### src/rtl/nmcp_pkg.sv
/*
  Shared constants and types of the Normal Mode command parser: command
  characters, command words, datagram kinds, operating modes, request, status and byte structures.
  Assumes one 40 MHz core clock and an 8-bit byte stream from a receiver.
*/
// Functional notes
// - Only upper-case command forms are recognised
// - Carriage return executes the collected characters
// - No echo and no error reply
// - Only complete correct commands cause action
// - Eight commands: six letters, two words
// - Special datagram takes next measurement slot
// - Long special datagram suppresses following slots
// - External trigger mode: special on next trigger
// - Error registers cleared after error datagram sent
// - Reset letter pulses full unit reset
// - Service word enters Service Mode
// - Service switch waits for datagram end
// - Service entry starts configuration listing
// - Increments during special datagram are discarded
// - Utility switch waits for datagram end
// - Utility entry stops datagrams, sends acknowledgement
package nmcp_pkg;

  localparam int BYTE_W = 8;
  localparam int FIFO_DEPTH = 16;

  // Command characters
  localparam logic [7:0] CHAR_CR = 8'h0d;
  localparam logic [7:0] CHAR_PART = 8'h4e;
  localparam logic [7:0] CHAR_SERIAL = 8'h49;
  localparam logic [7:0] CHAR_CONFIG = 8'h43;
  localparam logic [7:0] CHAR_TRIM = 8'h54;
  localparam logic [7:0] CHAR_ERROR = 8'h45;
  localparam logic [7:0] CHAR_RESET = 8'h52;

  // Command words, first character in the top byte
  localparam int WORD_CHARS = 11;
  localparam logic [4*BYTE_W-1:0] LEN_UNUSED = 32'h0;
  localparam logic [3:0] WORD_LEN = 4'hb;
  localparam logic [3:0] LEN_MAX = 4'hc;
  localparam logic [WORD_CHARS*BYTE_W-1:0] SERVICE_WORD = 88'h534552564943454d4f4445;
  localparam logic [WORD_CHARS*BYTE_W-1:0] UTILITY_WORD = 88'h5554494c4954594d4f4445;

  typedef enum logic [1:0] {
    NMCP_MODE_NORMAL,
    NMCP_MODE_SERVICE,
    NMCP_MODE_UTILITY
  } nmcp_mode_e;

  typedef enum logic [2:0] {
    NMCP_DG_MEASURE,
    NMCP_DG_PART,
    NMCP_DG_SERIAL,
    NMCP_DG_CONFIG,
    NMCP_DG_TRIM,
    NMCP_DG_ERROR
  } nmcp_dg_kind_e;

  // Datagram start request towards the transmitter
  typedef struct packed {
    logic start;
    nmcp_dg_kind_e kind;
  } nmcp_dg_req_s;

  // Status from the datagram transmitter
  typedef struct packed {
    logic busy;
    logic done;
  } nmcp_tx_stat_s;

  // Byte stream carrier
  typedef struct packed {
    logic valid;
    logic [BYTE_W-1:0] data;
  } nmcp_byte_s;

endpackage

### src/rtl/nmcp_fifo.sv
/*
  Byte FIFO with valid/ready on both sides and a register array.
  Assumes both sides run on the core clock.
*/
`timescale 1ns/1ps
module nmcp_fifo #(
  parameter int WIDTH = 8,
  parameter int DEPTH = 16
) (
  // Clock and reset
  input wire logic clock,
  input wire logic rst_n,
  // Fill side
  input wire logic in_valid,
  input wire logic [WIDTH-1:0] in_data,
  output logic in_ready,
  // Drain side
  output logic out_valid,
  output logic [WIDTH-1:0] out_data,
  input wire logic out_ready
);
  localparam int AW = $clog2(DEPTH);

  typedef struct packed {
    logic [AW-1:0] wr_ptr;
    logic [AW-1:0] rd_ptr;
    logic [AW:0] count;
  } nmcp_fifo_s;

  nmcp_fifo_s st_reg;
  nmcp_fifo_s st_next;
  logic [WIDTH-1:0] mem [DEPTH];
  logic push;
  logic pop;

  assign in_ready = (st_reg.count != (AW+1)'(DEPTH));
  assign out_valid = (st_reg.count != '0);
  assign out_data = mem[st_reg.rd_ptr];
  assign push = in_valid && in_ready;
  assign pop = out_valid && out_ready;

  always_comb begin
    st_next = st_reg;
    if (push) begin
      st_next.wr_ptr = (st_reg.wr_ptr == AW'(DEPTH-1)) ? '0 : st_reg.wr_ptr + 1'b1;
    end
    if (pop) begin
      st_next.rd_ptr = (st_reg.rd_ptr == AW'(DEPTH-1)) ? '0 : st_reg.rd_ptr + 1'b1;
    end
    if (push && !pop) begin
      st_next.count = st_reg.count + 1'b1;
    end else if (pop && !push) begin
      st_next.count = st_reg.count - 1'b1;
    end
  end

  always_ff @(posedge clock or negedge rst_n) begin
    if (!rst_n) begin
      st_reg <= '0;
    end else begin
      st_reg <= st_next;
    end
  end

  always_ff @(posedge clock) begin
    if (push) begin
      mem[st_reg.wr_ptr] <= in_data;
    end
  end

endmodule

### src/rtl/nmcp_parser.sv
/*
  Normal Mode command parser and special datagram scheduler.
  Assumes a byte receiver on the core clock, a datagram transmitter that
  raises busy the cycle after a start and pulses done at the end, and a
  sampler that pulses one measurement slot per sample period.
*/
`timescale 1ns/1ps
module nmcp_parser (
  // Clock and reset
  input wire logic clock,
  input wire logic rst_n,
  // Received bytes
  input wire nmcp_pkg::nmcp_byte_s rx_byte,
  output logic rx_ready,
  // Bytes handed on outside Normal Mode
  output nmcp_pkg::nmcp_byte_s aux_byte,
  input wire logic aux_ready,
  // Sampling
  input wire logic meas_slot,
  input wire logic ext_trig_mode,
  input wire logic ext_trig_pin,
  input wire logic incremental_mode,
  // Transmitter
  output nmcp_pkg::nmcp_dg_req_s dg_req,
  input wire nmcp_pkg::nmcp_tx_stat_s tx_stat,
  // System actions
  output logic err_clear,
  output logic unit_reset,
  output logic listing_start,
  output logic utility_ack_start,
  output logic incr_discard,
  input wire logic mode_exit,
  output nmcp_pkg::nmcp_mode_e mode
);
  import nmcp_pkg::*;

  typedef struct packed {
    nmcp_mode_e mode;
    logic [3:0] len;
    logic [7:0] first;
    logic svc_ok;
    logic util_ok;
    logic pend_valid;
    nmcp_dg_kind_e pend_kind;
    logic sw_valid;
    nmcp_mode_e sw_target;
    logic spec_active;
    nmcp_dg_kind_e act_kind;
    logic trig_s1;
    logic trig_s2;
    logic trig_d;
    nmcp_dg_req_s req;
    logic err_clear;
    logic unit_reset;
    logic listing_start;
    logic ack_start;
  } nmcp_state_s;

  nmcp_state_s st_reg;
  nmcp_state_s st_next;

  logic fifo_valid;
  logic [BYTE_W-1:0] fifo_data;
  logic fifo_ready;
  logic take;
  logic is_cr;
  logic slot;
  logic can_start;
  logic letter_hit;
  nmcp_dg_kind_e letter_kind;
  logic [6:0] char_pos;

  nmcp_fifo #(
    .WIDTH(BYTE_W),
    .DEPTH(FIFO_DEPTH)
  ) u_fifo (
    .clock(clock),
    .rst_n(rst_n),
    .in_valid(rx_byte.valid),
    .in_data(rx_byte.data),
    .in_ready(rx_ready),
    .out_valid(fifo_valid),
    .out_data(fifo_data),
    .out_ready(fifo_ready)
  );

  // Parser stalls while a mode switch waits; other modes hand bytes on
  assign fifo_ready = (st_reg.mode == NMCP_MODE_NORMAL) ? !st_reg.sw_valid : aux_ready;
  assign take = fifo_valid && fifo_ready && (st_reg.mode == NMCP_MODE_NORMAL);
  assign is_cr = (fifo_data == CHAR_CR);
  assign aux_byte.valid = fifo_valid && (st_reg.mode != NMCP_MODE_NORMAL);
  assign aux_byte.data = fifo_data;
  assign char_pos = 7'(8 * (WORD_CHARS - 1 - int'(st_reg.len)));

  // Single-letter decode, upper case only
  always_comb begin
    letter_hit = 1'b1;
    letter_kind = NMCP_DG_MEASURE;
    unique case (st_reg.first)
      CHAR_PART: letter_kind = NMCP_DG_PART;
      CHAR_SERIAL: letter_kind = NMCP_DG_SERIAL;
      CHAR_CONFIG: letter_kind = NMCP_DG_CONFIG;
      CHAR_TRIM: letter_kind = NMCP_DG_TRIM;
      CHAR_ERROR: letter_kind = NMCP_DG_ERROR;
      default: letter_hit = 1'b0;
    endcase
  end

  // Slot is the sampler pulse or a synchronised trigger edge
  assign slot = ext_trig_mode ? (st_reg.trig_s2 && !st_reg.trig_d) : meas_slot;
  // A busy transmitter swallows the slot
  assign can_start = slot && !tx_stat.busy && !st_reg.req.start
                     && (st_reg.mode == NMCP_MODE_NORMAL) && !st_reg.sw_valid;

  always_comb begin
    st_next = st_reg;
    st_next.trig_s1 = ext_trig_pin;
    st_next.trig_s2 = st_reg.trig_s1;
    st_next.trig_d = st_reg.trig_s2;
    st_next.req = '0;
    st_next.err_clear = 1'b0;
    st_next.unit_reset = 1'b0;
    st_next.listing_start = 1'b0;
    st_next.ack_start = 1'b0;

    // Datagram end
    if (tx_stat.done && st_reg.spec_active) begin
      st_next.spec_active = 1'b0;
      if (st_reg.act_kind == NMCP_DG_ERROR) begin
        st_next.err_clear = 1'b1;
      end
    end

    // Slot use: pending special replaces the measurement datagram
    if (can_start) begin
      st_next.req.start = 1'b1;
      if (st_reg.pend_valid) begin
        st_next.req.kind = st_reg.pend_kind;
        st_next.pend_valid = 1'b0;
        st_next.spec_active = 1'b1;
        st_next.act_kind = st_reg.pend_kind;
      end else begin
        st_next.req.kind = NMCP_DG_MEASURE;
      end
    end

    // Character collection; nothing is ever sent back
    if (take) begin
      if (is_cr) begin
        if (st_reg.len == 4'h1 && letter_hit) begin
          st_next.pend_valid = 1'b1;
          st_next.pend_kind = letter_kind;
        end
        if (st_reg.len == 4'h1 && st_reg.first == CHAR_RESET) begin
          st_next.unit_reset = 1'b1;
        end
        if (st_reg.len == WORD_LEN && st_reg.svc_ok) begin
          st_next.sw_valid = 1'b1;
          st_next.sw_target = NMCP_MODE_SERVICE;
        end
        if (st_reg.len == WORD_LEN && st_reg.util_ok) begin
          st_next.sw_valid = 1'b1;
          st_next.sw_target = NMCP_MODE_UTILITY;
        end
        st_next.len = '0;
        st_next.first = '0;
        st_next.svc_ok = 1'b1;
        st_next.util_ok = 1'b1;
      end else begin
        if (st_reg.len == '0) begin
          st_next.first = fifo_data;
        end
        if (st_reg.len < WORD_LEN) begin
          st_next.svc_ok = st_reg.svc_ok && (fifo_data == SERVICE_WORD[char_pos +: 8]);
          st_next.util_ok = st_reg.util_ok && (fifo_data == UTILITY_WORD[char_pos +: 8]);
        end else begin
          st_next.svc_ok = 1'b0;
          st_next.util_ok = 1'b0;
        end
        if (st_reg.len != LEN_MAX) begin
          st_next.len = st_reg.len + 4'h1;
        end
      end
    end

    // Mode switch once the transmitter is idle
    if (st_reg.sw_valid && !tx_stat.busy && !st_reg.req.start) begin
      st_next.sw_valid = 1'b0;
      st_next.mode = st_reg.sw_target;
      st_next.pend_valid = 1'b0;
      st_next.spec_active = 1'b0;
      if (st_reg.sw_target == NMCP_MODE_SERVICE) begin
        st_next.listing_start = 1'b1;
      end else begin
        st_next.ack_start = 1'b1;
      end
    end

    if (mode_exit && st_reg.mode != NMCP_MODE_NORMAL) begin
      st_next.mode = NMCP_MODE_NORMAL;
    end
  end

  always_ff @(posedge clock or negedge rst_n) begin
    if (!rst_n) begin
      st_reg <= '{mode: NMCP_MODE_NORMAL, svc_ok: 1'b1, util_ok: 1'b1,
                  pend_kind: NMCP_DG_MEASURE, sw_target: NMCP_MODE_NORMAL,
                  act_kind: NMCP_DG_MEASURE, req: '0, first: 8'h00, len: 4'h0,
                  default: 1'b0};
    end else begin
      st_reg <= st_next;
    end
  end

  assign dg_req = st_reg.req;
  assign err_clear = st_reg.err_clear;
  assign unit_reset = st_reg.unit_reset;
  assign listing_start = st_reg.listing_start;
  assign utility_ack_start = st_reg.ack_start;
  assign incr_discard = st_reg.spec_active && incremental_mode;
  assign mode = st_reg.mode;
endmodule

### config.mk
export PLATFORM = sky130hd
export DESIGN_NAME = nmcp_parser
export DESIGN_NICKNAME = d
export VERILOG_FILES = /design/src/rtl/nmcp_pkg.sv /design/src/rtl/nmcp_fifo.sv /design/src/rtl/nmcp_parser.sv
export SDC_FILE = /design/constraint.sdc
export NUM_CORES = 1
export LEC_CHECK = 0
export BUFFER_PORTS_ARGS = -buffer_cell sky130_fd_sc_hd__buf_2
export CAP_MARGIN = 40
export CORE_MARGIN = 2
export CORE_UTILIZATION = 60
export CTS_CLUSTER_DIAMETER = 50
export CTS_CLUSTER_SIZE = 8
export DETAILED_ROUTE_END_ITERATION = 6
export GPL_TIMING_DRIVEN = 0
export PLACE_DENSITY = 0.86
export SLEW_MARGIN = 20
export SYNTH_ARGS = -nofsm -noshare
export SYNTH_HDL_FRONTEND = slang
export SYNTH_SLANG_ARGS = --single-unit
### constraint.sdc
create_clock -name clock -period 7.55 [get_ports clock]
set_clock_uncertainty 0.2 [all_clocks]
set_input_delay 2.265 -clock clock [delete_from_list [all_inputs] [get_ports clock]]
set_output_delay 2.265 -clock clock [all_outputs]
set_load 0.1 [all_outputs]
==> metrics.md, run 1 <==
| Metric | Value |
|---|---|
| Clock-pin slew on the worst setup and hold paths | `70 ps` |
| Net switching power of the design | `1.70 mW` |
| Final worst slack | `2110 ps` |
| DR DRC count | `0` |
| Global-route wire length before repair | `26,100 µm` |
| Clock latency on the worst-skew pair | `420 ps` |
| Most common flop cell mapped by yosys | `edfxtp_1` |
| Overflow after GRT | `0` |
| Maximum clock frequency | `184 MHz` |
| Num rows | `42` |
| Post-placement worst setup slack | `2230 ps` |
| Core Region | `13,100 µm²` |
| Endpoint required time on the critical path | `5090 ps` |
| Area leader, netlist | `edfxtp_1` |
| Cells on worst reg2reg path | `11` |
| Critical Setup Path Class | `flip-flop to output pin` |
| Register share of total power | `32.1%` |
| Worst setup EP type | `output pin` |
| Buffers inserted during post-CTS setup optimization | `0` |
| RR Endpoint | `st_reg[19]` |
| Number of standard cells after synthesis | `557` |
| Total of flip-flops plus latches after synthesis | `179` |
| Dominant cells by area after synthesis | `edfxtp_1 48%, dfrtp_1 15%, mux2i_1 5.8%` |
| Most frequently used cell type in the post-synthesis netlist | `edfxtp_1` |
| Transition time at the pin with the least slew margin | `792 ps` |
| Instance count along the most critical hold path | `0` |
| Post-detail-place hpwl | `11,200 µm` |
| Synth cell count leaders | `128 x edfxtp_1, 49 x dfrtp_1, 46 x mux2i_1` |
| Sum of routed wire length over all layers | `17,000 µm` |
| Pin count of the biggest net entering global routing | `21` |
| Flip-flop count of the largest register after layout | `128` |
| Count of buffers from port buffering | `39` |
| Startpoint type of the worst setup path | `flip-flop` |
| Global Route Usage Sum | `24.7%` |
| Arithmetic-cell share of the synthesized area counting full adders, half adders and majority gates | `2.76%` |
| Via count | `4,921` |
| Outcome | `finished, final reports clean` |
| Worst IR drop on VDD | `0.000244 V` |
| Share of power burned in combinational logic | `46.5%` |
| Data arrival time of the critical path | `2970 ps` |
| Beginning of the worst register-to-register path | `u_fifo.st_reg[6]` |
| Static power due to leakage | `3.63 nW` |
| Die ar. | `14,200 µm²` |
| Portion of total power attributed to the clock network | `21.4%` |
| Synth warnings | `0` |
| Syn-to-layout area delta | `14.9%` |
| Minimum period implied by the final worst setup slack | `5440 ps` |
| Simple-gate area share of the yosys netlist | `8.31%` |
| Layout Cell Area excl Fill | `9150 µm²` |
| CTS H-Tree Depth | `4` |
| Avg Inst Size Synth | `14.3 µm²` |
| R2R setup slack | `3790 ps` |
| Cell area after technology mapping | `7970 µm²` |
| Number of nets with antenna violations after routing | `0` |
| DRC violation total after the first TritonRoute iteration | `502` |
| Number of antenna violations at the first check in global routing | `0` |
| Fraction of synthesis flops using an asynchronous set or reset pin | `28.5%` |
| Placed standard-cell area | `8480 µm²` |
| Max capacitance violation total | `0` |
| Sum of negative setup slack | `0 ps` |
| Count of different cell masters after synthesis | `57` |
| Number of inserted diodes | `0` |
| Routed wire length per instance | `20.6 µm` |
| Maximum fanout encountered on the critical timing path | `10` |
| Number of hold buffers added after CTS | `0` |
| Initial Utilization | `60.9%` |
| Start point of the worst min-delay path | `st_next[9]` |
| Die outline height | `119 µm` |
| RSZ-0062 raised after global routing | `false` |
| I/O pin count | `40` |
| Slew headroom | `46.9%` |
| Utilization after layout | `69.9%` |
| Number of CTS-inserted buffers | `17` |
| Vias in the first global route | `4,974` |
| Maximum buffer depth of the clock tree | `2` |
| Ratio of cells with drive above 1 in the final layout | `22.0%` |
| Combinational family with the most area after synthesis | `multiplexers` |
| Number of sinks handled by clock tree synthesis | `179` |
| DIE WIDTH | `119 µm` |
| Yosys top cell area share | `48.2%` |
| Layout filler cell count | `831` |
| Number of enable-type register cells in the synthesized netlist | `128` |
| Clock root cell | `clkbuf_16` |
| Sw frac | `42.7%` |
| Xor and xnor fraction of the mapped netlist area | `2.64%` |
| Internal power consumption | `2.29 mW` |
| Final setup vio count | `0` |
| Final number of hold-violating endpoints | `0` |
| Count of final max-slew check failures | `0` |
| Cell Pwr Density | `436 nW/µm²` |
| Portion of netlist area occupied by mux cells | `11.2%` |
| TritonCTS clock tree | `done` |
| Hold Crit Endpoint | `st_next[8]` |
| Total nets after synthesis | `593` |
| Compound-cell area share of the yosys netlist | `7.47%` |
| Path type of the worst min-delay path | `flip-flop to flip-flop` |
| Detail-routed via count per cell | `5.99` |
| Post-synthesis sequential area ratio | `64.3%` |
| 1st-pass router iterations | `5` |
| GP Congestion | `0.838` |
| Number of instances resized during post-cts repair | `0` |
| Fraction of the cycle the final worst path needs | `72.0%` |
| Total number of nets in the final design | `669` |
[worst max-delay path by stage]
stage / from / to / slack (ps) / cells after the start
finish: u_fifo.st_reg[5] / aux_byte[6] / 2110 / 8
global route: u_fifo.st_reg[5] / aux_byte[1] / 2010 / 8
CTS: u_fifo.st_reg[5] / aux_byte[1] / 2160 / 8
detailed placement: incremental_mode / incr_discard / 2230 / 3
global placement: incremental_mode / incr_discard / 2230 / 3
floorplan: incremental_mode / incr_discard / 2090 / 1
[critical path, stage by stage, from the launching register on]
cell     delay (ps)
dfrtp_1         390
buf_4           170
buf_6           170
and2_1          170
buf_2           210
a22oi_1         220
nand2_1         160
mux2i_1         510
buf_2           540
[power groups by stage]
stage / registers (mW) / logic (mW) / clock network, mW
after global placement: 1.29 / 1.74 / 0
after detailed placement: 1.30 / 1.81 / 0
after global routing: 1.29 / 1.99 / 0.906
after CTS: 1.28 / 1.83 / 0.861
after floorplan: 1.27 / 1.43 / 0
final: 1.28 / 1.86 / 0.855
[per-layer routing]
metal  share of wire [%]  routed length (µm)  vias to the layer above  GRT usage, %
met5                   0                   0                        -             0
met4                 2.2                 368                        0          8.48
met1                  39                6660                     2471          29.9
met2                  53                8990                      187          43.4
li1                    -                   -                     2232             -
met3                 5.6                 942                       31          6.23
[layout make-up]
type / count / area (µm²) / share of cell area, %
flip-flops and latches: 179 / 5120 / 56.0
plain buffers: 32 / 198 / 2.16
inverters: 17 / 63.8 / 0.697
well taps: 176 / 220 / 2.41
repair buffers: 57 / 367 / 4.01
clock inverters: 14 / 148 / 1.61
clock buffers: 18 / 429 / 4.69
multi-input cells: 329 / 2600 / 28.5
[metrics by stage]
step                power [mW]  hold slack, ps  std cells
floorplan                 2.71             131        557
global placement          3.02             137        772
detailed placement        3.11             143        778
CTS                       3.97             158        810
global route              4.18             169        822
finish                    3.99             157        822
[placed cells by master, fill, tap and decap left out, types with 5 or more instances in the layout]
cell | Yosys | routed
edfxtp_1 | 128 | 128
dfrtp_1 | 49 | 49
mux2i_1 | 46 | 46
buf_2 | 4 | 43
nand2_1 | 37 | 37
nor2_1 | 31 | 31
buf_4 | 11 | 26
a22oi_1 | 19 | 19
inv_1 | 17 | 17
clkbuf_16 | 0 | 17
ha_1 | 16 | 16
a21oi_1 | 15 | 15
o21ai_0 | 15 | 15
mux4_2 | 14 | 14
xnor2_1 | 12 | 12
xor2_1 | 12 | 12
clkbuf_1 | 10 | 11
nand3_1 | 10 | 10
nor3_1 | 13 | 9
mux2_2 | 8 | 8
and3_1 | 7 | 7
a21o_1 | 7 | 7
nor2b_1 | 6 | 6
a22o_1 | 6 | 6
nand2b_1 | 5 | 5
[cell families (layout without fill, tap and decap cells)]
group	after synthesis	after routing
compound gates	86	86
simple gates	132	132
fa+ha+maj	17	17
mux	70	70
flops	179	179
buf+inv	49	138
xor+xnor	24	24
Power figures use the tool's default switching activity.
==> run 2, diff against run 1 <==
CORE_UTILIZATION = 55   (was 60)
PLACE_DENSITY = 0.84   (was 0.86)
clock period = 4.4 ns   (was 7.55 ns; I/O delays follow)
==> run 2 against run 1 <==
- clock-buffer cell count rose by 3
- non-clock buffer count is 4 lower
- power rose by 69%
- critical endpoint is now aux_byte[1]
- largest cell class unchanged
==> metrics.md, run 2 (synthesized netlist as in run 1, its figures left out) <==
| Metric | Value |
|---|---|
| CP max stage cell | `buf_2 (unchanged)` |
| Num rows | `43 (was 42)` |
| Hold Crit Endpoint | `st_next[8] (unchanged)` |
| Layout filler cell count | `973 (was 831)` |
| Most frequent cells in the layout | `128 x edfxtp_1, 49 x dfrtp_1, 43 x mux2i_1 (was 128 x edfxtp_1, 49 x dfrtp_1, 46 x mux2i_1)` |
| TritonCTS clock tree | `done (unchanged)` |
| Endpoint required time on the critical path | `2880 ps (was 5090 ps)` |
| Sum of routed wire length over all layers | `16,600 µm (was 17,000 µm)` |
| Count of buffers from port buffering | `39 (unchanged)` |
| 1st-pass router iterations | `6 (was 5)` |
| Transition time at the pin with the least slew margin | `828 ps (was 792 ps)` |
| R2R setup slack | `670 ps (was 3790 ps)` |
| Maximum clock frequency | `231 MHz` |
| Worst IR drop on VDD | `0.000558 V (was 0.000244 V)` |
| Total number of nets in the final design | `665 (was 669)` |
| Register Area | `5120 µm² (unchanged)` |
| Via count | `4,883 (was 4,921)` |
| Cells along the critical path | `buf_4 > buf_6 > and2_1 > buf_2 > a22oi_1 > nand2_1 > mux2i_2 > buf_2 (was buf_4 > buf_6 > and2_1 > buf_2 > a22oi_1 > nand2_1 > mux2i_1 > buf_2)` |
| Global Route Usage Sum | `22.0% (was 24.7%)` |
| Startpoint of the worst setup timing path | `u_fifo.st_reg[5] (unchanged)` |
| Start point of the worst min-delay path | `st_next[9] (unchanged)` |
| Die outline height | `124 µm (was 119 µm)` |
| Routed wire length per instance | `20.2 µm (was 20.6 µm)` |
| Number of nets with antenna violations after routing | `0 (unchanged)` |
| Worst path max stage delay | `510 ps (was 540 ps)` |
| RR Endpoint | `st_reg[19] (unchanged)` |
| Vias in the first global route | `4,997 (was 4,974)` |
| DR DRC count | `0 (unchanged)` |
| Syn-to-layout area delta | `13.9% (was 14.9%)` |
| Final setup vio count | `0 (unchanged)` |
| Outcome | `finished, final reports clean (unchanged)` |
| Clock root cell | `clkbuf_16 (unchanged)` |
| Detail-routed via count per cell | `5.95 (was 5.99)` |
| Critical Setup Path Class | `flip-flop to output pin (unchanged)` |
| Startpoint type of the worst setup path | `flip-flop (unchanged)` |
| Ratio of cells with drive above 1 in the final layout | `21.7% (was 22.0%)` |
| Sum of negative setup slack | `0 ps (unchanged)` |
| DIE WIDTH | `124 µm (was 119 µm)` |
| Maximum fanout encountered on the critical timing path | `10 (unchanged)` |
| Clock-pin slew on the worst setup and hold paths | `70 ps (about the same)` |
| Cells on worst reg2reg path | `11 (unchanged)` |
| Total power consumption of the routed design | `6.77 mW (was 3.99 mW)` |
| Path type of the worst min-delay path | `flip-flop to flip-flop (unchanged)` |
| Number of hold buffers added after CTS | `0 (unchanged)` |
| Number of instances resized during post-cts repair | `0 (unchanged)` |
| Cell Pwr Density | `746 nW/µm² (was 436 nW/µm²)` |
| I/O pin count | `40 (unchanged)` |
| Fraction of the cycle the final worst path needs | `98.3%` |
| DRC violation total after the first TritonRoute iteration | `372 (was 502)` |
| Most common library cell in the layout ignoring fill and taps | `edfxtp_1 (unchanged)` |
| Worst path most repeated cell | `buf_2 (unchanged)` |
| Clock latency on the worst-skew pair | `440 ps (was 420 ps)` |
| Post-detail-place hpwl | `11,200 µm (about the same)` |
| Number of sinks handled by clock tree synthesis | `179 (unchanged)` |
| Data arrival time of the critical path | `2800 ps (was 2970 ps)` |
| Initial Utilization | `56.7% (was 60.9%)` |
| Final number of hold-violating endpoints | `0 (unchanged)` |
| Flip-flop count of the largest register after layout | `128 (unchanged)` |
| Core Region | `14,000 µm² (was 13,100 µm²)` |
| RSZ-0062 raised after global routing | `false (unchanged)` |
| Count of final max-slew check failures | `0 (unchanged)` |
| Number of inserted diodes | `0 (unchanged)` |
| CTS H-Tree Depth | `4 (unchanged)` |
| Pin count of the biggest net entering global routing | `30 (was 21)` |
| GP Congestion | `0.825 (was 0.838)` |
| Minimum period implied by the final worst setup slack | `4320 ps` |
| Overflow after GRT | `0 (unchanged)` |
| Global-route wire length before repair | `26,200 µm (was 26,100 µm)` |
| Buffers inserted during post-CTS setup optimization | `0 (unchanged)` |
| Number of antenna violations at the first check in global routing | `0 (unchanged)` |
| Slew headroom | `44.5% (was 46.9%)` |
| Beginning of the worst register-to-register path | `u_fifo.st_reg[6] (unchanged)` |
| Max capacitance violation total | `0 (unchanged)` |
| Instance count along the most critical hold path | `0 (unchanged)` |
| Static power due to leakage | `3.57 nW (was 3.63 nW)` |
| Worst setup EP type | `output pin (unchanged)` |
| Maximum buffer depth of the clock tree | `2 (unchanged)` |
| Die ar. | `15,500 µm² (was 14,200 µm²)` |
| Combined area of the multi-input logic cells | `2620 µm² (was 2600 µm²)` |
| Number of CTS-inserted buffers | `17 (unchanged)` |
[run 2: changes by cell type in the layout (fill, tap and decap cells not counted), moves of 3 or more]
| cell | previous run | this run |
|---|---|---|
| mux2i_2 | 0 | 3 |
| mux2i_1 | 46 | 43 |
| clkbuf_1 | 11 | 14 |
| buf_4 | 26 | 23 |
[run 2: critical path, delay by kind of cell (launching register included)]
family                 cells  cell delay (ps)
and+or+nand+nor            2              300
buffers and inverters      4             1040
AOI/OAI and AO/OA          1              220
muxes                      1              400
DFF                        1              380
[run 2: worst max path at each step]
stage,end,slack (ps),cells after the start
final,aux_byte[1],80,8
after detailed placement,u_fifo.st_reg[4],570,11
after global routing,aux_byte[1],4,8
after global placement,u_fifo.mem[1][2],480,5
after CTS,aux_byte[6],90,8
after floorplan,aux_byte[6],40,7
[run 2: final cells by class]
type                       instances  area share [%]
buffer                            32            2.18
timing repair buffer              53            3.54
multi-input combinational        329            28.9
clock inverter                    10           0.869
clock buffer                      21            4.85
tap                              180            2.48
inverter                          17           0.703
sequential                       179            56.5
[run 2: power breakdown]
group | leakage (nW) | switching, mW | internal [mW]
clock | 0.247 | 0.627 | 0.725
sequential | 1.80 | 0.153 | 2.05
combinational | 1.52 | 2.11 | 1.10
total | 3.57 | 2.89 | 3.87
[run 2: per-stage QoR]
step	cells	hold WS [ps]	util, %	area (µm²)	worst slack [ps]
floorplan	557	131	-	7980	36.9
global route	821	186	64.6	9070	3.58
detailed placement	781	150	60.4	8480	566
CTS	812	177	64.1	9000	86.0
global placement	776	141	59.8	8400	477
finish	821	171	64.6	9070	76.2
[run 2: routing by layer]
layer / GRT usage (%) / vias up / share of wire, %
li1: - / 2222 / -
met1: 27.5 / 2439 / 41
met2: 37.4 / 197 / 52
met3: 5.11 / 25 / 5.6
met4: 8.66 / 0 / 1.7
met5: 0 / - / 0
